### config.mk
export PLATFORM = sky130hd
export DESIGN_NAME = drc_refresh
export DESIGN_NICKNAME = d
export VERILOG_FILES = /design/src/core/drc_pkg.sv /design/src/core/drc_refresh.sv
export VERILOG_INCLUDE_DIRS = /design/src /design/src/core
export SDC_FILE = /design/constraint.sdc
export NUM_CORES = 1
export LEC_CHECK = 0
export BUFFER_PORTS_ARGS = -buffer_cell sky130_fd_sc_hd__buf_2
export CELL_PAD_IN_SITES_DETAIL_PLACEMENT = 0
export CELL_PAD_IN_SITES_GLOBAL_PLACEMENT = 2
export CORE_MARGIN = 3
export CORE_UTILIZATION = 34
export CTS_CLUSTER_DIAMETER = 80
export DETAILED_ROUTE_END_ITERATION = 6
export MAX_ROUTING_LAYER = met4
export PLACE_DENSITY_LB_ADDON = 0.1
export SETUP_SLACK_MARGIN = 0.15
export SLEW_MARGIN = 15
export SYNTH_ARGS = -nofsm -noshare
export SYNTH_HDL_FRONTEND = slang
export SYNTH_SLANG_ARGS = --single-unit
### constraint.sdc
create_clock -name i_clk -period 1.95 [get_ports i_clk]
set_input_delay 0.0975 -clock i_clk [delete_from_list [all_inputs] [get_ports i_clk]]
set_output_delay 0.0975 -clock i_clk [all_outputs]
set_load 0.01 [all_outputs]
### src/core/drc_map.svh
/*
 Constants for the DRAM and slot bus refresh controller.
 Assumes inclusion by the refresh controller and its bench; holds definitions.
*/
`ifndef DRC_MAP_SVH
`define DRC_MAP_SVH

// --------------------------------------------------------------------------
// Register offsets
// --------------------------------------------------------------------------
`define DRC_REG_CTRL 4'h0
`define DRC_REG_STAT 4'h4
`define DRC_REG_SLOTDIV 4'h8

// --------------------------------------------------------------------------
// Field positions and reset values
// --------------------------------------------------------------------------
`define DRC_CTRL_MODE_LO 0
`define DRC_CTRL_CBR 2
`define DRC_CTRL_SLOW 3
`define DRC_CTRL_EN 4
`define DRC_CTRL_RESET 8'h10
`define DRC_SLOTDIV_RESET 16'h061A

// --------------------------------------------------------------------------
// Timing
// --------------------------------------------------------------------------
`define DRC_CLK_PERIOD_PS 10000
`define DRC_T_STD_PS 15625000
`define DRC_T_SLOW_PS 125000000
`define DRC_STD_CYC (`DRC_T_STD_PS / `DRC_CLK_PERIOD_PS)
`define DRC_SLOW_CYC (`DRC_T_SLOW_PS / `DRC_CLK_PERIOD_PS)
`define DRC_STAGGER_CYC 2
`define DRC_RAS_CYC 6
`define DRC_SLOT_CYC 20
`define DRC_BANKS 4

`endif

### src/core/drc_pkg.sv
/*
 Types for the DRAM and slot bus refresh controller.
 Assumes nothing of its surroundings.
*/
package drc_pkg;

   typedef enum logic [1:0]
   {
      DRC_MODE_SYNC = 2'b00,
      DRC_MODE_ASYNC = 2'b01,
      DRC_MODE_DECOUP = 2'b10,
      DRC_MODE_RSVD = 2'b11
   } drc_mode_e;

   typedef enum logic [1:0]
   {
      DRC_IDLE = 2'b00,
      DRC_WAIT = 2'b01,
      DRC_RUN = 2'b10
   } drc_state_e;

   typedef struct packed
   {
      logic [3:0] addr;
      logic [15:0] wdata;
      logic wr;
      logic rd;
   } drc_bus_s;

   typedef struct packed
   {
      logic [3:0] ras_n;
      logic cas_n;
   } drc_dram_s;

endpackage

### src/core/drc_refresh.sv
/*
 Refresh controller: on-board DRAM refresh and slot bus refresh timing.
 Assumes a 100 MHz clock, synchronous inputs and a plain register port.
*/
`timescale 1ns/10ps
`default_nettype none
`include "drc_map.svh"

module drc_refresh
   import drc_pkg::*;
(
   input wire logic i_clk,
   input wire logic i_reset,
   input wire drc_bus_s i_bus,
   output logic [15:0] o_rdata,
   input wire logic i_mem_busy,
   input wire logic i_mem_req,
   output logic o_mem_hold,
   output drc_dram_s o_dram,
   output logic o_slot_refresh_n,
   output logic o_slot_active
);

   // -----------------------------------------------------------------------
   // Registers
   // -----------------------------------------------------------------------
   logic [7:0] ctrl;
   logic [15:0] slot_div;
   drc_mode_e mode;
   logic cbr_en;
   logic slow;
   logic enable;
   assign mode = drc_mode_e'(ctrl[`DRC_CTRL_MODE_LO +: 2]);
   assign cbr_en = ctrl[`DRC_CTRL_CBR];
   assign slow = ctrl[`DRC_CTRL_SLOW];
   assign enable = ctrl[`DRC_CTRL_EN];

   drc_state_e state;
   logic dram_pend;
   logic slot_pend;
   logic [3:0] slot_cnt;

   always_ff @(posedge i_clk)
   begin
      if (i_reset)
      begin
         ctrl <= `DRC_CTRL_RESET;
         slot_div <= `DRC_SLOTDIV_RESET;
      end
      else if (i_bus.wr && i_bus.addr == `DRC_REG_CTRL)
         ctrl <= i_bus.wdata[7:0];
      else if (i_bus.wr && i_bus.addr == `DRC_REG_SLOTDIV)
         slot_div <= i_bus.wdata;
   end

   always_ff @(posedge i_clk)
   begin
      if (i_reset)
         o_rdata <= 16'h0000;
      else if (i_bus.rd)
      begin
         unique case (i_bus.addr)
            `DRC_REG_CTRL: o_rdata <= {8'h00, ctrl};
            `DRC_REG_STAT: o_rdata <= {11'h000, dram_pend, slot_pend, o_slot_active,
                                       state};
            `DRC_REG_SLOTDIV: o_rdata <= slot_div;
            default: o_rdata <= 16'h0000;
         endcase
      end
      else
         o_rdata <= 16'h0000;
   end

   // -----------------------------------------------------------------------
   // Interval timers
   // -----------------------------------------------------------------------
   logic [13:0] tick_cnt;
   logic tick;
   logic [13:0] tick_max;
   assign tick_max = slow ? 14'(`DRC_SLOW_CYC - 1) : 14'(`DRC_STD_CYC - 1);
   assign tick = enable && tick_cnt == 14'h0000;

   always_ff @(posedge i_clk)
   begin
      if (i_reset || !enable)
         tick_cnt <= 14'(`DRC_STD_CYC - 1);
      else if (tick_cnt == 14'h0000)
         tick_cnt <= tick_max;
      else
         tick_cnt <= tick_cnt - 14'h0001;
   end

   // Decoupled mode paces the slot bus from its own divider.
   logic [15:0] slot_tmr;
   logic slot_tick;
   assign slot_tick = enable && slot_tmr == 16'h0000;

   always_ff @(posedge i_clk)
   begin
      if (i_reset || !enable || mode != DRC_MODE_DECOUP)
         slot_tmr <= slot_div;
      else if (slot_tmr == 16'h0000)
         slot_tmr <= slot_div;
      else
         slot_tmr <= slot_tmr - 16'h0001;
   end

   // -----------------------------------------------------------------------
   // Pending requests
   // -----------------------------------------------------------------------
   logic dram_start;
   logic slot_start;
   logic can_start;
   logic [3:0] ras_cnt;
   logic dram_done;
   assign dram_done = state == DRC_RUN && ras_cnt == 4'(`DRC_RAS_CYC - 1);

   // Decoupled DRAM refresh waits for a cycle with no memory request.
   assign can_start = !i_mem_busy && !(mode == DRC_MODE_DECOUP && i_mem_req);
   assign dram_start = state == DRC_WAIT && can_start;
   assign slot_start = slot_pend && !o_slot_active
      && (mode == DRC_MODE_DECOUP || dram_start);

   // A new tick wins over the clear of the same pending flag.
   always_ff @(posedge i_clk)
   begin
      if (i_reset)
         dram_pend <= 1'b0;
      else if (tick)
         dram_pend <= 1'b1;
      else if (dram_start)
         dram_pend <= 1'b0;
   end

   always_ff @(posedge i_clk)
   begin
      if (i_reset)
         slot_pend <= 1'b0;
      else if (mode == DRC_MODE_DECOUP ? slot_tick : tick)
         slot_pend <= 1'b1;
      else if (slot_start)
         slot_pend <= 1'b0;
   end

   // -----------------------------------------------------------------------
   // On-board refresh sequencer
   // -----------------------------------------------------------------------
   always_ff @(posedge i_clk)
   begin
      if (i_reset)
         state <= DRC_IDLE;
      else
      begin
         unique case (state)
            DRC_IDLE: if (dram_pend) state <= DRC_WAIT;
            DRC_WAIT: if (can_start) state <= DRC_RUN;
            DRC_RUN: if (dram_done) state <= DRC_IDLE;
            default: state <= DRC_IDLE;
         endcase
      end
   end

   always_ff @(posedge i_clk)
   begin
      if (i_reset || state != DRC_RUN)
         ras_cnt <= 4'h0;
      else
         ras_cnt <= ras_cnt + 4'h1;
   end

   // Bank b asserts its row strobe b clock cycles after the start, half a stagger step per bank.
   always_ff @(posedge i_clk)
   begin
      if (i_reset)
         o_dram <= '1;
      else
      begin
         for (int b = 0; b < `DRC_BANKS; b++)
            o_dram.ras_n[b] <= !(state == DRC_RUN && !dram_done
               && ras_cnt >= 4'(b * `DRC_STAGGER_CYC / 2));
         o_dram.cas_n <= !(cbr_en && state == DRC_WAIT && can_start)
            && !(cbr_en && state == DRC_RUN && !dram_done);
      end
   end

   // -----------------------------------------------------------------------
   // Slot bus refresh timing
   // -----------------------------------------------------------------------
   always_ff @(posedge i_clk)
   begin
      if (i_reset)
         slot_cnt <= 4'h0;
      else if (slot_start)
         slot_cnt <= 4'hF;
      else if (slot_cnt != 4'h0)
         slot_cnt <= slot_cnt - 4'h1;
   end

   always_ff @(posedge i_clk)
   begin
      if (i_reset)
      begin
         o_slot_active <= 1'b0;
         o_slot_refresh_n <= 1'b1;
      end
      else
      begin
         o_slot_active <= slot_start || slot_cnt > 4'h1;
         o_slot_refresh_n <= !(slot_start || slot_cnt > 4'h1);
      end
   end

   // Sync mode holds memory for both refreshes; the other modes hold only
   // for the on-board refresh, so the slot refresh stays hidden.
   assign o_mem_hold = state == DRC_RUN
      || (mode == DRC_MODE_SYNC && (o_slot_active || slot_start))
      || (state == DRC_WAIT && can_start);

   // -----------------------------------------------------------------------
   // Checks
   // -----------------------------------------------------------------------
   sync_hold_a: assert property (@(posedge i_clk) disable iff (i_reset)
      mode == DRC_MODE_SYNC && !o_slot_refresh_n |-> o_mem_hold)
      else $error("memory not held during sync slot refresh");
   async_free_a: assert property (@(posedge i_clk) disable iff (i_reset)
      mode == DRC_MODE_ASYNC && state == DRC_IDLE |-> !o_mem_hold)
      else $error("memory held after on-board refresh in async mode");
   decoup_idle_a: assert property (@(posedge i_clk) disable iff (i_reset)
      mode == DRC_MODE_DECOUP && dram_start |-> !i_mem_req)
      else $error("decoupled refresh started on busy bus");
   cbr_cas_a: assert property (@(posedge i_clk) disable iff (i_reset)
      $fell(o_dram.ras_n[0]) && !cbr_en |-> o_dram.cas_n)
      else $error("cas active in ras-only refresh");
   stagger_ras_a: assert property (@(posedge i_clk) disable iff (i_reset)
      $fell(o_dram.ras_n[0]) |-> o_dram.ras_n[3])
      else $error("banks not staggered");
   period_a: assert property (@(posedge i_clk) disable iff (i_reset)
      tick && !slow |=> !tick [*8])
      else $error("refresh tick too frequent");
   run_hold_a: assert property (@(posedge i_clk) disable iff (i_reset)
      state == DRC_RUN |-> o_mem_hold)
      else $error("on-board refresh did not hold memory");
   busy_wait_a: assert property (@(posedge i_clk) disable iff (i_reset)
      state == DRC_WAIT && i_mem_busy |=> state != DRC_RUN)
      else $error("refresh started during memory cycle");
   slot_len_a: assert property (@(posedge i_clk) disable iff (i_reset)
      slot_start |=> !o_slot_refresh_n [*8])
      else $error("slot refresh pulse too short");

endmodule
`default_nettype wire

After elaboration in Yosys (flattened, before gate mapping)
Index checks and enable logic that the tools add are counted.
- logic and storage cells: 105
- flip-flop bits (word level): 89
- bits of input ports: 26
- output and inout port bits: 24
- bitwise gates (word level): 2
- equality and inequality tests: 11
- reduce and logical (&&, ||, !) cells: 53
- add/subtract/negate cells: 4
- mux-type cells: 16
- order comparisons: 5
- operators with widths (operator ; count):
    $pmux 16 s3 ; 1
    $mux 16 ; 2
    $mux 14 ; 2
    $logic_and 1x1->1 ; 21
    $logic_not 16->1 ; 1
    $sub 16x1->16 const B ; 1
    $logic_not 14->1 ; 1
    $sub 14x1->14 const B ; 1
    $logic_not 1->1 ; 12
    $ne 2x2->1 const B ; 5
    $eq 4x3->1 const B ; 2
    $ge 4x1->1 const B ; 2
    $ge 4x2->1 const B ; 2
    $logic_or 1x1->1 ; 8
    $mux 4 ; 2
    $mux 2 ; 3
    $pmux 2 s3 ; 1
    $reduce_bool 2->1 ; 3
    $mux 1 ; 5
    $add 4x1->4 const B ; 1
    $eq 2x2->1 const B ; 2
    $eq 4x4->1 const B ; 1
    $gt 4x1->1 const B ; 1
    $logic_not 2->1 ; 2
    other kinds (8) ; 9

Depth between registers and ports, before layout
- depth in word-level cells: 11
- mapped depth: 8
- mapped depth without buffers: 7

Worst setup path after synthesis
No wires, ideal clock.
- kind: reg-to-reg
- from: register tick_cnt[5]
- to: register tick_cnt[13]
- required time: 1.828 ns
- cell stages (with the launch flop): 7
- data arrival time: 1.615 ns
- period minus slack after synthesis: 1.737 ns
- setup time: 0.122 ns
- setup slack: 0.213 ns
- path buffers: 1
- cells stage by stage: dfxtp_1 or4_4 nand2b_4 or2_1 buf_2 o21ai_2 nor3_1
- longest elaborated chain between the ends: 2
- elaborated cells on any way between the ends: 3
- those cells by class: add/sub (1); mux (1); reduce/logical (1)
- RTL lines (what ; line ; source):
    start, declared ; drc_refresh.sv:77 ; logic [13:0] tick_cnt;
    start signal, assigned ; drc_refresh.sv:86 ; tick_cnt <= 14'(`DRC_STD_CYC - 1);
    start signal, assigned ; drc_refresh.sv:88 ; tick_cnt <= tick_max;
    start signal, assigned ; drc_refresh.sv:90 ; tick_cnt <= tick_cnt - 14'h0001;
    $sub 14x1->14 or $logic_not 14->1 (tied branches) ; drc_refresh.sv:90, drc_refresh.sv:87 ;
    $mux 14 * ; drc_refresh.sv:87 ; else if (tick_cnt == 14'h0000)
Every way passes the cells marked *; elsewhere a longest branch is shown, timed or not.
A chain may end at the register's enable or synchronous reset.

Worst setup path after layout
Ends and elaborated chain as after synthesis.

==> results.txt <==
* IO Pins: 50
* Max-cap violation count: 0
* Syn_nets: roughly 450
- By startpoint and endpoint, the worst setup path is classified as reg -> reg.
- Clock-pin slew on the worst setup and hold paths: 100 ps
* Post-synthesis sequential area ratio: 48.7%
* Maximum number of pins on one net before global-route repair: 33
* Die Span X: 110 um
- Number of buffers inserted by port buffering: between 40 and 50
- The detailed router finished its first iteration with between 100 and 150 violations.
- Arrival time of data at the critical path endpoint: 2010 ps
- The synthesized netlist devotes around 10% of its cell area to compound gates.
* Synth Area in Simple Gates: 23.9%
- Wire length per cell after detailed routing: 13.6 um
* GPL Wtd Cong: 0.786
- Fill cell count: 1,082
* Class of the tightest hold or removal check: in -> reg
- Subtracting the final worst setup slack from the clock period gives roughly 1800 ps.
- For this run, the post-layout net count is 528.
- In the synthesized netlist, mux cells make up 4.10% of the area.
- In the global route stage, overall resource usage came out at between 10% and 20%.
- Sum of net half-perimeters after detailed placement: 6210 um
- The number of max-slew violations in the final report was 0.
- In this run the power density over the cells is 806 nW/um2.
* Slack of the worst reg-to-reg path: around 190 ps
* Post-synth top area cell: sky130_fd_sc_hd__dfxtp_1
- For the final database, setup skew stands at roughly 14 ps.
- Crit path max fanout: 6
- Counting instances in the post-synthesis netlist gives the leading cell types as 89 x sky130_fd_sc_hd__dfxtp_1, 63 x sky130_fd_sc_hd__nand2_1, 51 x sky130_fd_sc_hd__nor2_1.
- Final critical-path share of the clock period: 90.2%
- The number of antenna violations at the first check in global routing was 0.
* Endpoint required time on the critical path: ~2200 ps
* Fraction of final layout cells sized beyond drive strength 1: around a fifth
* Clock insertion delay at the later pin of the skew report: 360 ps
- Critical Path Start Type: flop
- Setup repair after global routing could not meet its margin everywhere.
* Site Rows: 37
- TritonCTS built the clock tree.
- Max-slew headroom at the worst pin: around 59%
* Async set-or-reset flop fraction in the synthesized netlist: 0%
* Antenna-violating nets left: 0
* Via-to-Cell Ratio: about 4.7
* Root cell of the clock tree: sky130_fd_sc_hd__clkbuf_8
- The number of endpoints with negative hold slack in the final report was 0.
- Post-route total power: 3.65 mW
- Synthesis handed over a netlist of 416 instances.
- Synth unique cells: 47
* Total Wirelength: roughly 8600 um
* H-tree lvl count: 3
- By area the synthesized netlist is led by sky130_fd_sc_hd__dfxtp_1 49%, sky130_fd_sc_hd__nand2_1 6.5%, sky130_fd_sc_hd__nor2_1 5.2%.
- By area, the combinational part of the netlist is dominated by simple AND/OR/NAND/NOR gates.
* Syn_area_per_cell: between 8 and 9 um2
* Reported leakage power: around 1.9 nW
- In this run the vertical extent of the chip is around 110 um.
* Post-synthesis instance area: 3660 um2
- Total Neg Setup Slack: 0 ps
- Once the clock tree was built, the setup fixing pass inserted 0 buffers.
* Count of vias placed by the detailed router: 2,966
* Worst hold slack across all endpoints: between 70 and 80 ps
* Post-synth EDFFs: 0
- Detailed-route DRC error count: 0
* Result of the run: complete, no violations
- The synthesized design contains 89 register bits.
* Area Overhead vs Synth: 23.6%
- Pre-Repair DR Iteration Count: 4
- The die covers 12,100 um2.
- Summing the areas of all xor and xnor instances in the mapped netlist gives 6.22% of the synthesized area.
* Adder-cell share of the synthesized area: 3.76%
- Clock Sink Count: 89
* Fmax: around 570 MHz
* Most numerous cell in the Yosys netlist: sky130_fd_sc_hd__dfxtp_1
* Number of setup violations in the final report: 0
- Among all flip-flop cells after synthesis, the most frequent one is sky130_fd_sc_hd__dfxtp_1.
- The clock passes through at most 2 buffers.
- For this run, the number of Yosys warnings is 0.
* Via count of the first global-routing pass: 2,835
- Global-route wire length before repair: 14,000 um
* Final global-route overflow total: 0
- Category of the worst setup path capture point: flop
* Core footprint: 10,400 um2
* Clock buffer count from CTS: 9
* Max rail drop VDD: 0.000411 V
- 0 antenna diodes ended up in the layout.
- For the pin with the worst max-slew slack, the measured transition is roughly 610 ps.
- Effective utilization at floorplan: 35.2%
- Top-area cell type share of the netlist area: 48.7%
-- flip-flops by register name, indices dropped and copies added (netlist names) --
signal            cells
slot_pend             1
slot_div             16
state                 2
dram_pend             1
tick_cnt             14
o_dram                5
o_slot_active         1
ctrl                  8
ras_cnt               4
slot_cnt              4
o_rdata              16
o_slot_refresh_n      1
slot_tmr             16
-- cells in the final DEF (no fill, tap or decap), types with 3 or more instances in the layout --
master	netlist	final
sky130_fd_sc_hd__a21oi_1	27	27
sky130_fd_sc_hd__nand3b_1	6	6
sky130_fd_sc_hd__o21ai_1	6	6
sky130_fd_sc_hd__nand2_1	63	63
sky130_fd_sc_hd__a31oi_1	3	3
sky130_fd_sc_hd__buf_2	5	49
sky130_fd_sc_hd__and3_1	3	3
sky130_fd_sc_hd__nor2b_1	4	4
sky130_fd_sc_hd__mux2i_1	15	15
sky130_fd_sc_hd__nor3_1	11	9
sky130_fd_sc_hd__xor2_1	9	9
sky130_fd_sc_hd__buf_4	0	12
sky130_fd_sc_hd__or3_1	3	3
sky130_fd_sc_hd__dfxtp_1	89	88
sky130_fd_sc_hd__nand2b_1	5	5
sky130_fd_sc_hd__xnor2_1	17	17
sky130_fd_sc_hd__clkbuf_8	0	11
sky130_fd_sc_hd__ha_1	11	11
sky130_fd_sc_hd__nand3_1	9	8
sky130_fd_sc_hd__and2_1	10	10
sky130_fd_sc_hd__nor2_1	51	51
sky130_fd_sc_hd__inv_1	14	14
sky130_fd_sc_hd__dlygate4sd3_1	0	16
sky130_fd_sc_hd__o21ai_0	14	14
sky130_fd_sc_hd__nor4_1	4	3
-- per-stage QoR --
stage	cell area [um2]	utilization, %	cells	setup slack, ps
floorplan	3660	-	416	213
global placement	4140	39.7	600	157
detailed placement	4140	39.7	600	132
CTS	4490	43.1	632	157
global route	4530	43.5	632	104
finish	4530	43.5	632	191
-- per-layer routing --
metal  track usage (%)  vias up  wire [um]
met1              19.4     1361       4050
met2              24.4       43       4180
met3              3.64       13        228
met5                 -        -          0
met4              4.63        0        123
li1                  -     1549          -
-- worst max-delay path, cell delays in order (launching register included) --
cell,delay (ps)
sky130_fd_sc_hd__dfxtp_2,360
sky130_fd_sc_hd__or4_4,580
sky130_fd_sc_hd__nand2b_4,180
sky130_fd_sc_hd__or2_4,280
sky130_fd_sc_hd__o21ai_4,160
sky130_fd_sc_hd__nor3_1,80
-- cell families after synthesis --
family	after synthesis
compound gates	64
xor+xnor	26
fa+ha+maj	11
buf+inv	28
flops	89
mux	15
simple gates	183
-- final timing paths --
check | start | to | cells past startpoint
setup / recovery | tick_cnt[5] | tick_cnt[13] | 5
hold / removal | i_bus[18] | o_rdata[6] | 3
setup reg to reg | tick_cnt[5] | tick_cnt[13] | 5
hold reg to reg | ctrl[2] | o_dram[0] | 1
-- where the power goes --
part / internal [mW] / leakage (nW) / switching, mW
Clock: 0.538 / 0.0919 / 0.692
Combinational: 0.221 / 1.04 / 0.238
Sequential: 1.89 / 0.722 / 0.0661
-- what timing repair did --
action                     CTS  global route
hold endpoints to repair    22             0
gates resized for setup      1             7
setup endpoints to repair    2            12
hold buffers                16             0
pin swaps                    1             1
-- cell type report --
class                           instances  area [um2]  area share, %
Clock buffer                           11         151           3.34
Clock inverter                          5        37.5          0.829
Inverter                               14        52.6           1.16
Multi-Input combinational cell        299        1820           40.1
Sequential cell                        89        1780           39.4
Tap cell                              136         170           3.76
Timing Repair Buffer                   78         515           11.4
Note: power is estimated with default switching activity, not from simulation.
